### src/rtl/fis_pkg.sv
// constants, register map and state type of the fault status block
package fis_pkg;
    localparam int ADDR_W = 8;
    localparam int DATA_W = 16;
    localparam int N_SYS = 7;
    localparam int N_CHAN = 6;
    localparam int N_EN = 8;

    localparam logic [7:0] OFF_EN1 = 8'h50;
    localparam logic [7:0] OFF_EN2 = 8'h52;
    localparam logic [7:0] OFF_STAT1 = 8'h54;
    localparam logic [7:0] OFF_STAT2 = 8'h56;

    // system flags, index 0..6: overvolt high, hot, cold, overvolt low,
    // overcurrent, supply lockout, thermal shutdown; ack bit sits one below
    localparam int SYS_POS [N_SYS] = '{15, 13, 11, 7, 5, 3, 1};
    // enable index guarding each system flag (hot and cold share one)
    localparam int SYS_EN [N_SYS] = '{1, 2, 2, 3, 4, 5, 6};

    // led fault register layout
    localparam int CHAN0_POS = 10;
    localparam int OPEN_POS = 9;
    localparam int SHORT_POS = 8;
    localparam int SUM_POS = 7;
    localparam int SUM_ACK_POS = 6;

    // enable index 0 global, 1..6 system groups, 7 led; low bit of field
    localparam int EN_POS [N_EN] = '{14, 12, 10, 6, 4, 2, 0, 6};
    localparam int EN_GLOBAL = 0;
    localparam int EN_LED = 7;
    localparam logic [1:0] EN_WR_ON = 2'h3;
    localparam logic [1:0] EN_WR_OFF = 2'h1;
    localparam logic [1:0] EN_RD_ON = 2'h2;
    localparam logic [7:0] EN_RST = 8'hf3;

    typedef struct packed {
        logic [N_SYS-1:0] sys_flag;
        logic [N_CHAN-1:0] chan_flag;
        logic open_flag;
        logic short_flag;
        logic sum_flag;
        logic [N_EN-1:0] en;
        logic [DATA_W-1:0] rdata;
        logic irq;
    } fis_state_t;

    localparam fis_state_t STATE_RST = '{
        sys_flag: '0, chan_flag: '0, open_flag: 1'b0, short_flag: 1'b0,
        sum_flag: 1'b0, en: EN_RST, rdata: '0, irq: 1'b0};
endpackage

### src/rtl/fis_top.sv
// fault status flags with paired-write clear, enables and interrupt line
//
// The strobed register port was left to the implementer.
`timescale 1ns/1ps
module fis_top (
    input wire logic mclk,
    input wire logic rstn,
    input wire logic ce,
    input wire logic [7:0] reg_addr,
    input wire logic [15:0] reg_wdata,
    input wire logic reg_wr,
    input wire logic reg_rd,
    output logic [15:0] reg_rdata,
    input wire logic [6:0] sys_fault_evt,
    input wire logic [5:0] chan_fault_evt,
    input wire logic string_open_evt,
    input wire logic string_short_evt,
    output logic irq
);
    fis_pkg::fis_state_t st;
    fis_pkg::fis_state_t next_st;
    logic wr_stat1;
    logic wr_stat2;
    logic wr_en1;
    logic wr_en2;
    logic [fis_pkg::N_SYS-1:0] sys_ack;
    logic [fis_pkg::N_SYS-1:0] sys_en;
    logic sum_ack;
    logic led_evt;

    ////////////////////////////////////////////////////////////////////////
    // address decode
    assign wr_stat1 = reg_wr && (reg_addr == fis_pkg::OFF_STAT1);
    assign wr_stat2 = reg_wr && (reg_addr == fis_pkg::OFF_STAT2);
    assign wr_en1 = reg_wr && (reg_addr == fis_pkg::OFF_EN1);
    assign wr_en2 = reg_wr && (reg_addr == fis_pkg::OFF_EN2);

    // both bits of the pair must be one; a lone bit is no ack
    for (genvar g = 0; g < fis_pkg::N_SYS; g++) begin : g_sys
        assign sys_ack[g] = wr_stat1 && reg_wdata[fis_pkg::SYS_POS[g]]
            && reg_wdata[fis_pkg::SYS_POS[g] - 1];
        assign sys_en[g] = st.en[fis_pkg::SYS_EN[g]];
    end
    assign sum_ack = wr_stat2 && reg_wdata[fis_pkg::SUM_POS]
        && reg_wdata[fis_pkg::SUM_ACK_POS];
    assign led_evt = (|chan_fault_evt) || string_open_evt || string_short_evt;

    ////////////////////////////////////////////////////////////////////////
    always_comb begin
        next_st = st;
        // read data stands only in the cycle after the strobe
        next_st.rdata = '0;
        // set beats clear so an event in the ack cycle is kept
        next_st.sys_flag = (st.sys_flag & ~sys_ack) | sys_fault_evt;
        next_st.sum_flag = (st.sum_flag & ~sum_ack) | led_evt;
        next_st.chan_flag = (st.chan_flag & ~{fis_pkg::N_CHAN{sum_ack}})
            | chan_fault_evt;
        next_st.open_flag = (st.open_flag & ~sum_ack) | string_open_evt;
        next_st.short_flag = (st.short_flag & ~sum_ack) | string_short_evt;
        for (int i = 0; i < fis_pkg::N_EN; i++) begin
            if ((i == fis_pkg::EN_LED) ? wr_en2 : wr_en1) begin
                if (reg_wdata[fis_pkg::EN_POS[i] +: 2] == fis_pkg::EN_WR_ON) begin
                    next_st.en[i] = 1'b1;
                end else if (reg_wdata[fis_pkg::EN_POS[i] +: 2] == fis_pkg::EN_WR_OFF) begin
                    next_st.en[i] = 1'b0;
                end
            end
        end
        if (reg_rd) begin
            if (reg_addr == fis_pkg::OFF_STAT1) begin
                for (int i = 0; i < fis_pkg::N_SYS; i++) begin
                    next_st.rdata[fis_pkg::SYS_POS[i]] = st.sys_flag[i];
                end
            end else if (reg_addr == fis_pkg::OFF_STAT2) begin
                next_st.rdata[fis_pkg::CHAN0_POS +: fis_pkg::N_CHAN] = st.chan_flag;
                next_st.rdata[fis_pkg::OPEN_POS] = st.open_flag;
                next_st.rdata[fis_pkg::SHORT_POS] = st.short_flag;
                next_st.rdata[fis_pkg::SUM_POS] = st.sum_flag;
            end else if (reg_addr == fis_pkg::OFF_EN1) begin
                for (int i = 0; i < fis_pkg::EN_LED; i++) begin
                    next_st.rdata[fis_pkg::EN_POS[i] +: 2] =
                        st.en[i] ? fis_pkg::EN_RD_ON : 2'h0;
                end
            end else if (reg_addr == fis_pkg::OFF_EN2) begin
                next_st.rdata[fis_pkg::EN_POS[fis_pkg::EN_LED] +: 2] =
                    st.en[fis_pkg::EN_LED] ? fis_pkg::EN_RD_ON : 2'h0;
            end
        end
        // registered from the next state so the pin tracks flags with no lag
        next_st.irq = next_st.en[fis_pkg::EN_GLOBAL]
            && ((|(next_st.sys_flag & sys_en_next(next_st)))
            || (next_st.sum_flag && next_st.en[fis_pkg::EN_LED]));
    end

    function automatic logic [fis_pkg::N_SYS-1:0] sys_en_next(input fis_pkg::fis_state_t s);
        logic [fis_pkg::N_SYS-1:0] m;
        m = '0;
        for (int i = 0; i < fis_pkg::N_SYS; i++) begin
            m[i] = s.en[fis_pkg::SYS_EN[i]];
        end
        return m;
    endfunction

    always_ff @(posedge mclk) begin
        if (!rstn) begin
            st <= fis_pkg::STATE_RST;
        end else if (ce) begin
            st <= next_st;
        end
    end

    assign reg_rdata = st.rdata;
    assign irq = st.irq;
endmodule

### config.mk
export PLATFORM = sky130hd
export DESIGN_NAME = fis_top
export DESIGN_NICKNAME = d
export VERILOG_FILES = /design/src/rtl/fis_pkg.sv /design/src/rtl/fis_top.sv
export SDC_FILE = /design/constraint.sdc
export NUM_CORES = 1
export LEC_CHECK = 0
export ABC_CLOCK_PERIOD_IN_PS = 2200
export BUFFER_PORTS_ARGS = -buffer_cell sky130_fd_sc_hd__buf_2
export CAP_MARGIN = 5
export CORE_MARGIN = 2
export CORE_UTILIZATION = 30
export CTS_CLUSTER_SIZE = 20
export DETAILED_ROUTE_END_ITERATION = 10
export PLACE_DENSITY = 0.56
export SYNTH_ARGS = -nofsm -noshare
export SYNTH_HDL_FRONTEND = slang
export SYNTH_SLANG_ARGS = --single-unit
### constraint.sdc
create_clock -name mclk -period 2.2 [get_ports mclk]
set_clock_uncertainty 0.2 [all_clocks]
set_input_delay 0.44 -clock mclk [delete_from_list [all_inputs] [get_ports mclk]]
set_output_delay 0.44 -clock mclk [all_outputs]
set_load 0.1 [all_outputs]
==> out/results.ini <==
[run_status]
status = complete, no violations

[yosys]
synth-xor-area-share = 0
async_flop_share = 0
ys_seq_area_frac = 0.359
synth_compound_area_frac = 0.180
synthSimpleGateAreaFrac = 0.268
synthMuxAreaShare = 0.0880
synth_ff_type = dfxtp_1
synth_most_common_cell = dfxtp_1
synth_edf_count = 0
yosysWarnings = 0
syn_inst = 251
synthTopCellsByCount = dfxtp_1, nand2_1, nor2_1
synth_top_family_by_area = simple AND/OR/NAND/NOR gates
synth_top_cell_area_share = 0.359
synth.avg_cell_area_um2 = 8.21
synth_top_area_cell = dfxtp_1
ys_ff_latch = 37
synth-adder-area-share = 0
synth_area_leaders = dfxtp_1, nand2_1, a22oi_1
mappedNetlistArea_um2 = 2060
synth_cell_types = 42

[worst_setup_path]
worst_ep_required_time_ns = 2.17
endpoint_kind = flip-flop
cp-start-kind = input port
slowest_stage = or4b_4
r2r_cells = 4
worstPathCellList = buf_8 > or4b_4 > buf_6 > nor3_4 > mux2_4 > a222oi_1 > a31oi_1
worstSetupPathType = in2reg
slowest_delay_ns = 0.59
startpoint = reg_addr[5]
r2r-start = st[36]$_SDFFE_PN0P_
cp_max_fo = 5
cp_data_arrival_time_ns = 2.13

[clocking]
cts_max_path_buffers = 2
cts_max_level = 2
cts_tree = done
cts.sinks = 37
clkTransAtPathRegs_ns = 0.07
cts-buffers-inserted = 5
cts_root_buf = clkbuf_8
hold_buffers = 0
clkLatencyLatePin_ns = 0.29

[timing]
fin_ws_ns = 0.0383
holdWs_ns = 0.189
maxSlewViolCount = 0
tns_ns = 0
finalHoldViolations = 0
post-route-period-util = 0.983
setup_viol = 0
tightest_slew_ns = 0.514
slew_headroom = 0.649
post-route-min-period_ns = 2.16
rsz0062_at_grt = yes
fmax_mhz = 463

[placed_design]
gp_congestion = 0.831
hpwl_mm = 4.57
dpl_worst_slack_ns = -0.372
io_buffers = 54
dp.cells = 387

[die]
placement_rows = 30
die_x_um = 86.9
io_pins = 61
dieArea_um2 = 7550
coreArea_um2 = 6720
die_h_um = 86.9
initial_utilization = 0.307

[hold_path]
hold_depth = 3
min_from = reg_wdata[15]
hold_class = in2reg

[cells_and_area]
syn_to_final_growth_pct = 31.4
drive_gt1_frac = 0.378
final_nets = 359
final_cells = 395
final.fill_count = 695
antennaDiodeCount = 0

[grt]
grt_pass1_wl_mm = 9.50
grt_usage = 0.162
antenna_found_initial = 0
grt-ovfl-total = 0
grt_max_degree = 33
grt_pass1_vias = 1898

[detailed_routing]
via_per_inst = 5.22
drtIter0Drc = 95
ant_nets = 0
via_count = 2062
drcViolationCount = 0
wl_mm = 6.00
drtPass1Iterations = 4
wl_per_cell_um = 15.2

[pwr]
peakVddDrop_mv = 0.217
cellLeakagePower_nw = 1.15
powerDensity_nw_per_um2 = 544

[run]
drv_cap = 0

[through the flow]
| step | instance area [um^2] | total power, mW | util |
|---|---|---|---|
| after floorplan | 2160 | 0.884 | - |
| after global placement | 2550 | 0.990 | 0.380 |
| after detailed placement | 2550 | 0.993 | 0.380 |
| after CTS | 2680 | 1.48 | 0.399 |
| after global routing | 2710 | 1.54 | 0.403 |
| final | 2710 | 1.47 | 0.403 |
[area by class of cell]
cell class / count / area (um^2) / area share
clock buffer: 7 / 86.3 / 0.0319
inverter: 5 / 18.8 / 0.00693
multi-input combinational: 181 / 1230 / 0.456
sequential: 37 / 741 / 0.274
tap: 80 / 100 / 0.0370
timing repair buffer: 85 / 527 / 0.195
[power breakdown]
| part | leakage [nW] | internal, mW | switching [mW] | total [mW] |
|---|---|---|---|---|
| sequential | 0.303 | 0.694 | 0.0194 | 0.713 |
| clock | 0.0443 | 0.249 | 0.234 | 0.482 |
| combinational | 0.799 | 0.110 | 0.168 | 0.278 |
[state kept, by name, summed over array words and instances, names as in the netlist]
name and count:
st 24, reg_rdata 12, irq 1
[placed cells by master (no fill, tap or decap), drive strengths merged, types with 2 or more instances in the layout]
cell type   n
nand3b      2
a21oi      15
a311oi      2
buf        85
and4        3
mux2        7
or3b        2
nor3        6
nor4        5
o21ai       7
clkbuf      7
a22oi      16
inv         5
nand3       5
and3        2
or4         4
mux2i       8
conb        4
nand4       9
or4b        2
nand2      33
nor2       30
o211ai      4
dfxtp      37
o31ai       2
[cells by family after synthesis]
family	after synthesis
AOI/OAI and AO/OA	54
buffers and inverters	37
muxes	16
DFF	37
other	1
and+or+nand+nor	106
[layer usage]
metal  share of wire  global-route usage  up-vias
met3           0.040              0.0256        4
met4          0.0062              0.0426        0
met1            0.48               0.222      982
met5               0                   0        -
met2            0.47               0.266       43
li1                -                   -     1033
[worst max-delay path: cells and delay by family]
family / cells / cell delay [ns]
AND/OR/NAND/NOR: 2 / 0.70
AO/OA/AOI/OAI: 2 / 0.41
multiplexers: 1 / 0.32
buffers and inverters: 2 / 0.26
[final timing paths]
kind                                      to  slack (ns)
setup / recovery            irq$_SDFFE_PN0P_        0.04
hold / removal           st[17]$_SDFFE_PN1P_        0.19
setup reg to reg            irq$_SDFFE_PN0P_        0.35
hold reg to reg   reg_rdata[11]$_SDFFE_PN0P_        0.26
[what timing repair did]
item                       CTS  global route
gates resized for setup      5             9
setup endpoints to repair    4             9
buffers inserted             0             0
cloned                       1             0
pin swaps                    4             4
Note: power is estimated with default switching activity, not from simulation.
